$ cat config.mk
export PLATFORM = sky130hd
export DESIGN_NAME = dwm_warning_monitor
export DESIGN_NICKNAME = d
export VERILOG_FILES = /design/src/dwm_pkg.sv /design/src/dwm_delay_timer.sv /design/src/dwm_warning_monitor.sv
export SDC_FILE = /design/constraint.sdc
export NUM_CORES = 1
export LEC_CHECK = 0
export BUFFER_PORTS_ARGS = -buffer_cell sky130_fd_sc_hd__clkbuf_2
export CORE_MARGIN = 3
export CORE_UTILIZATION = 54
export CTS_CLUSTER_DIAMETER = 40
export CTS_CLUSTER_SIZE = 14
export DETAILED_ROUTE_END_ITERATION = 10
export MAX_ROUTING_LAYER = met4
export PLACE_DENSITY = 0.76
export SYNTH_ARGS = -nofsm -noshare
export SYNTH_HDL_FRONTEND = slang
export SYNTH_SLANG_ARGS = --single-unit
$ cat constraint.sdc
create_clock -name core_clk_i -period 1.95 [get_ports core_clk_i]
set_input_delay 0.195 -clock core_clk_i [delete_from_list [all_inputs] [get_ports core_clk_i]]
set_output_delay 0.195 -clock core_clk_i [all_outputs]
set_load 0.03 [all_outputs]
$ cat src/dwm_pkg.sv
// Contract
// - Timeout selection 3: warn when no Modbus frame arrives for 2 seconds.
// - Raise level-one current warning when current reaches level-one threshold.
// - Raise level-two current warning at its own threshold, independent of level one.
// - After automatic reset starts, hold retry warning until restart delay expires.
// - Retry warning possible only when restart delay or reset count is nonzero.
// - Emergency-stop warning when any terminal assigned code 14 is active.
// - Terminal one external warning: code 25 or 68, input active, handling 2.
// - Eight external-fault warnings, terminal n qualified by its own assignment.
// - Handling 2 makes external fault a warning only; operation continues.
`default_nettype none
package dwm_pkg;
  localparam int unsigned CLK_HZ          = 100_000_000;
  localparam int unsigned COMM_TIMEOUT_MS = 2000;
  localparam int unsigned COMM_TIMEOUT_CYC = (CLK_HZ / 1000) * COMM_TIMEOUT_MS;
  localparam int unsigned MS_CYC          = CLK_HZ / 1000;
  localparam int unsigned NUM_TERM        = 8;
  // Register indices on the plain register port.
  localparam logic [3:0] REG_CTRL    = 4'h0;
  localparam logic [3:0] REG_CURA    = 4'h1;
  localparam logic [3:0] REG_CURB    = 4'h2;
  localparam logic [3:0] REG_RDELAY  = 4'h3;
  localparam logic [3:0] REG_RCOUNT  = 4'h4;
  localparam logic [3:0] REG_FUNC_LO = 4'h5;
  localparam logic [3:0] REG_FUNC_HI = 4'h6;
  localparam logic [3:0] REG_STATUS  = 4'h7;
  // Control register fields.
  localparam int unsigned CTRL_TOSEL_LSB = 0;
  localparam int unsigned CTRL_EFSEL_LSB = 4;
  localparam logic [3:0] TOSEL_WARN  = 4'h3;
  localparam logic [3:0] EFSEL_WARN  = 4'h2;
  // Terminal function codes.
  localparam logic [7:0] FN_ESTOP    = 8'h0e;
  localparam logic [7:0] FN_EXTF_A   = 8'h19;
  localparam logic [7:0] FN_EXTF_B   = 8'h44;
endpackage : dwm_pkg
`default_nettype wire

$ cat src/dwm_delay_timer.sv
`timescale 1ns/1ps
`default_nettype none
// Millisecond down-counter for the restart delay; busy while time remains.
module dwm_delay_timer
  import dwm_pkg::*;
#(
  parameter int unsigned MS_CYCLES = MS_CYC
) (
  input  wire logic        core_clk_i,
  input  wire logic        rst_i,
  input  wire logic        start_i,
  input  wire logic [15:0] delay_ms_i,
  output logic             busy_o
);
  typedef struct packed {
    logic [31:0] pre;
    logic [15:0] ms;
    logic        busy;
  } dwm_tmr_t;
  dwm_tmr_t s_q, s_d;

  // Prescaler gives a one-cycle millisecond tick while counting.
  always_comb begin
    s_d = s_q;
    if (start_i) begin
      s_d.pre  = '0;
      s_d.ms   = delay_ms_i;
      s_d.busy = (delay_ms_i != 16'h0000);
    end else if (s_q.busy) begin
      if (s_q.pre == MS_CYCLES - 1) begin
        s_d.pre = '0;
        s_d.ms  = s_q.ms - 16'h0001;
        if (s_q.ms == 16'h0001) begin
          s_d.busy = 1'b0;
        end
      end else begin
        s_d.pre = s_q.pre + 32'h1;
      end
    end
  end

  always_ff @(posedge core_clk_i) begin
    if (rst_i) begin
      s_q <= '0;
    end else begin
      s_q <= s_d;
    end
  end

  assign busy_o = s_q.busy;
endmodule // dwm_delay_timer
`default_nettype wire

$ cat src/dwm_warning_monitor.sv
`timescale 1ns/1ps
`default_nettype none
// Warning monitor for the drive supervisor; external faults trip unless handling is 2.
module dwm_warning_monitor
  import dwm_pkg::*;
#(
  parameter int unsigned TIMEOUT_CYCLES = COMM_TIMEOUT_CYC,
  parameter int unsigned MS_CYCLES      = MS_CYC
) (
  input  wire logic        core_clk_i,
  input  wire logic        rst_i,
  input  wire logic [3:0]  reg_addr_i,
  input  wire logic [31:0] reg_wdata_i,
  input  wire logic        reg_we_i,
  input  wire logic        reg_re_i,
  output logic [31:0]      reg_rdata_o,
  input  wire logic        frame_rx_i,
  input  wire logic [15:0] current_i,
  input  wire logic        auto_reset_start_i,
  input  wire logic [7:0]  term_in_i,
  output logic             comm_loss_warning_o,
  output logic             current_level_one_warning_o,
  output logic             current_level_two_warning_o,
  output logic             retry_warning_o,
  output logic             emergency_stop_warning_o,
  output logic [7:0]       ext_fault_warn_o,
  output logic             ext_fault_trip_o
);
  typedef struct packed {
    logic [7:0]  ctrl;
    logic [15:0] cur_a;
    logic [15:0] cur_b;
    logic [15:0] rdelay;
    logic [15:0] rcount;
    logic [63:0] func;
    logic [31:0] idle;
    logic        comm;
    logic        lvl_one;
    logic        lvl_two;
    logic        estop;
    logic [7:0]  ef;
    logic        trip;
    logic [31:0] rdata;
  } dwm_state_t;
  dwm_state_t s_q, s_d;

  logic retry_busy;
  logic retry_start;

  // Function code of one terminal, used for every terminal check.
  function automatic logic [7:0] term_fn(input logic [63:0] f, input int unsigned n);
    term_fn = f[8*n +: 8];
  endfunction

  // Retry is only armed when one of the two settings is nonzero.
  assign retry_start = auto_reset_start_i &&
                       ((s_q.rdelay != 16'h0000) || (s_q.rcount != 16'h0000));

  dwm_delay_timer #(
    .MS_CYCLES (MS_CYCLES)
  ) u_delay (
    .core_clk_i (core_clk_i),
    .rst_i      (rst_i),
    .start_i    (retry_start),
    .delay_ms_i (s_q.rdelay),
    .busy_o     (retry_busy)
  );

  // Register writes, warning evaluation and registered read data.
  always_comb begin
    logic       estop_hit;
    logic [3:0] tosel;
    logic [3:0] efsel;
    estop_hit = 1'b0;
    s_d   = s_q;
    tosel = s_q.ctrl[CTRL_TOSEL_LSB +: 4];
    efsel = s_q.ctrl[CTRL_EFSEL_LSB +: 4];
    if (reg_we_i) begin
      unique case (reg_addr_i)
        REG_CTRL:    s_d.ctrl = reg_wdata_i[7:0];
        REG_CURA:    s_d.cur_a = reg_wdata_i[15:0];
        REG_CURB:    s_d.cur_b = reg_wdata_i[15:0];
        REG_RDELAY:  s_d.rdelay = reg_wdata_i[15:0];
        REG_RCOUNT:  s_d.rcount = reg_wdata_i[15:0];
        REG_FUNC_LO: s_d.func[31:0] = reg_wdata_i;
        REG_FUNC_HI: s_d.func[63:32] = reg_wdata_i;
        default:     s_d.ctrl = s_q.ctrl;
      endcase
    end
    // Idle counter restarts on every frame; saturates to avoid wrapping.
    if (frame_rx_i) begin
      s_d.idle = '0;
    end else if (s_q.idle < TIMEOUT_CYCLES) begin
      s_d.idle = s_q.idle + 32'h1;
    end
    s_d.comm = (tosel == TOSEL_WARN) && (s_q.idle >= TIMEOUT_CYCLES);
    // Each level compares on its own so both may be up together.
    s_d.lvl_one = (current_i >= s_q.cur_a);
    s_d.lvl_two = (current_i >= s_q.cur_b);
    for (int unsigned n = 0; n < NUM_TERM; n++) begin
      if (term_in_i[n] && term_fn(s_q.func, n) == FN_ESTOP) begin
        estop_hit = 1'b1;
      end
      s_d.ef[n] = term_in_i[n] && (efsel == EFSEL_WARN) &&
                  (term_fn(s_q.func, n) == FN_EXTF_A ||
                   term_fn(s_q.func, n) == FN_EXTF_B);
    end
    // Emergency stop follows its input; the outside drops run and input to clear it.
    s_d.estop = estop_hit;
    // Other handling selections trip; selection 2 keeps running.
    s_d.trip = 1'b0;
    for (int unsigned n = 0; n < NUM_TERM; n++) begin
      if (term_in_i[n] && efsel != EFSEL_WARN &&
          (term_fn(s_q.func, n) == FN_EXTF_A || term_fn(s_q.func, n) == FN_EXTF_B)) begin
        s_d.trip = 1'b1;
      end
    end
    s_d.rdata = 32'h0;
    if (reg_re_i) begin
      unique case (reg_addr_i)
        REG_CTRL:    s_d.rdata = {24'h0, s_q.ctrl};
        REG_CURA:    s_d.rdata = {16'h0, s_q.cur_a};
        REG_CURB:    s_d.rdata = {16'h0, s_q.cur_b};
        REG_RDELAY:  s_d.rdata = {16'h0, s_q.rdelay};
        REG_RCOUNT:  s_d.rdata = {16'h0, s_q.rcount};
        REG_FUNC_LO: s_d.rdata = s_q.func[31:0];
        REG_FUNC_HI: s_d.rdata = s_q.func[63:32];
        REG_STATUS:  s_d.rdata = {16'h0, s_q.ef, s_q.trip, s_q.estop, retry_busy,
                                  s_q.lvl_two, s_q.lvl_one, s_q.comm, 2'b00};
        default:     s_d.rdata = 32'h0;
      endcase
    end
  end

  always_ff @(posedge core_clk_i) begin
    if (rst_i) begin
      s_q <= '0;
    end else begin
      s_q <= s_d;
    end
  end

  assign reg_rdata_o                 = s_q.rdata;
  assign comm_loss_warning_o         = s_q.comm;
  assign current_level_one_warning_o = s_q.lvl_one;
  assign current_level_two_warning_o = s_q.lvl_two;
  assign retry_warning_o             = retry_busy;
  assign emergency_stop_warning_o    = s_q.estop;
  assign ext_fault_warn_o            = s_q.ef;
  assign ext_fault_trip_o            = s_q.trip;
endmodule // dwm_warning_monitor
`default_nettype wire

==> results.yml <==
setup_path:
  crit_fanout: 7
  crit_chain: "or4_4 > nor3_4 > buf_6 > nand3_4 > nor3_2 > xnor2_1 > a211oi_2"
  required_ns: 2.35
  startpoint_type: "flop"
  critical_path_arrival_ns: 2.59
  critical-path-max-stage-delay_ns: 0.57
  crit_type: "reg2reg"
  slowest_stage: "or4_4"
  r2r_setup_slack_ns: -0.23
  reg2reg_depth: 7
  cp-end-kind: "flop"
cts:
  clkTransAtPathRegs_ns: 0.06
  cts.sinks: 262
  cts_tree: "built"
  cts_made_buffers: 36
  clk_latency_ns: 0.51
  ctsRootBufferMaster: "clkbuf_16"
  clk_path_buf_depth: 3
  h-tree-depth: 2
timing:
  worst_pin_slew_ns: 0.590
  layout_worst_path_cycle_share: 1.12
  fin_skew_ns: 0.0244
  max_freq_ghz: 0.458
  period_minus_slack_ns: 2.18
  maxSlewHeadroom: 0.606
  worst_slack_ns: -0.232
  maxSlewViolCount: 0
  grt_setup_unrepaired: "yes"
  hold_slack_ns: 0.0438
  hold_violations: 0
  setup_viol: 49
power_and_ir_drop:
  p_int_w: 0.00991
  p_total_w: 0.0132
  ir_worst_vdd_mv: 0.784
  leakage_nw: 5.53
  power_frac_seq: 0.418
  switching_share: 0.251
  power_frac_comb: 0.081
  power_switching_w: 0.00332
  powerDensity_mw_per_mm2: 854
  p_clk_frac: 0.501
drt:
  drt-vias-per-instance: 6.03
  ant_nets: 0
  finalWirelength_um: 37800
  first_pass_iters: 6
  avgRoutedWirePerCell_um: 18.9
  first_iter_violations: 999
  vias: 12100
  drc: 0
synthesis:
  syn-cell-area_mm2: 0.0121
  synthCells: 1509
  syn_avg_cell_area_um2: 8.05
  synth_edf_count: 0
  ys_seq_area_frac: 0.432
  async_flop_share: 0
  synth_fp_nets: 1612
  ys.flop_type: "dfxtp_1"
  yosysWarnings: 0
  ys_ff_latch: 262
  synth_cell_types: 67
die:
  die_area_mm2: 0.0243
  start_util: 0.553
  die_w_um: 156
  core_mm2: 0.0220
  die_y_um: 156
  num_rows: 54
  num_io_pins: 112
run_status:
  outcome: "finished, violations left"
  violations: "setup timing"
layout:
  layout-drive-gt1-share: 0.245
  layout_common_cells: "324 x nand2_1, 251 x dfxtp_1, 159 x a21oi_1"
  finish.utilization: 0.706
  final_common_cell: "nand2_1"
  antenna_cells: 0
  final-instance-count-excl-fill: 2001
  area_growth_syn_to_layout_pct: 27.6
  finalNetCount: 1799
placed_design:
  dp_cells: 1899
  gp_congestion: 0.973
  hpwl_um: 25500
  port_buffers: 111
  pre_cts_slack_ns: -0.350
global_routing:
  grt.total_usage: 0.309
  antenna_found_initial: 0
  overflow: 0
  grt_first_pass_wirelength_um: 59200
  grt_pass1_vias: 11600
  grt_max_degree: 84
min_path:
  hold_class: "in2reg"
  min_path_cells: 3
flow_run:
  maxCapViolations: 0
-- worst paths after layout --
path | start | to
worst min register to register | s_q[190] | s_q[190]
worst max register to register | u_delay.s_q[30] | u_delay.s_q[11]
worst max-delay path | u_delay.s_q[30] | u_delay.s_q[11]
worst min-delay path | reg_wdata_i[12] | s_q[153]
-- flip-flops by register name, indices dropped and copies added, names as in the netlist, 8 cells and up --
register          cells
s_q                 168
reg_rdata_o          32
u_delay.s_q          48
ext_fault_warn_o      8
-- through the flow --
step | area (µm²) | setup TNS [ns]
3_5_place_dp | 13500 | -6.14
3_3_place_gp | 13500 | -3.39
6_report | 15500 | -3.47
2_1_floorplan | 12200 | -1.74
4_1_cts | 15200 | -2.57
5_1_grt | 15500 | -6.90
-- repair_timing --
action,CTS,global route
gates resized for setup,39,66
buffers inserted,9,6
pin swaps,31,27
hold buffers,22,0
setup endpoints to repair,63,70
gates cloned,3,0
endpoints found under the hold margin,38,0
-- power by group through the flow --
stage                     sequential [W]  clock (W)  combinational (W)
after floorplan                  0.00563          0           0.000531
after global placement           0.00563          0           0.000849
after detailed placement         0.00564          0           0.000866
after CTS                        0.00552    0.00668           0.000989
after global routing             0.00554    0.00695            0.00115
final                            0.00553    0.00662            0.00107
-- cells by family after synthesis --
| kind of cell | Yosys count | synth area share |
|---|---|---|
| and+or+nand+nor | 656 | 0.259 |
| muxes | 2 | 0.00165 |
| xor gates and xnor gates | 52 | 0.0375 |
| AOI/OAI and AO/OA | 328 | 0.166 |
| buffers and inverters | 172 | 0.0664 |
| adders and majority gates | 37 | 0.0381 |
| DFF | 262 | 0.432 |
-- routing by layer --
layer	part of all wire	GRT usage
met3	0.081	0.0485
met1	0.39	0.374
met5	0	-
met4	0.043	0.138
met2	0.48	0.508
-- worst max-delay path, delay by kind of cell, from the launching register on --
family,cells,cell delay (ns)
buf+inv,1,0.15
flops,1,0.32
xor+xnor,1,0.12
simple gates,4,1.20
compound gates,1,0.29
-- cell usage after synthesis (16+ instances only) --
library cell / n / area [µm²]
nand2_1: 325 / 1220
dfxtp_1: 262 / 5250
a21oi_1: 165 / 826
nor2_1: 109 / 409
clkbuf_1: 77 / 289
inv_1: 50 / 188
a22oi_1: 48 / 360
buf_4: 40 / 300
ha_1: 37 / 463
nand3_1: 35 / 175
o21ai_0: 31 / 155
nor3_1: 29 / 145
xnor2_1: 28 / 245
nand4_1: 26 / 163
xor2_1: 24 / 210
a31oi_1: 17 / 106
nor4_1: 16 / 100
or3_1: 16 / 100
-- final cells by class --
cell class / count / area [µm²]
well taps: 280 / 350
flip-flops and latches: 262 / 5260
repair buffers: 268 / 1910
clock buffers: 43 / 978
inverters: 50 / 188
clock inverters: 20 / 235
multi-input cells: 1078 / 6570
fillers: 1624 / 6460
No activity file was read; power rests on OpenSTA's default activity.
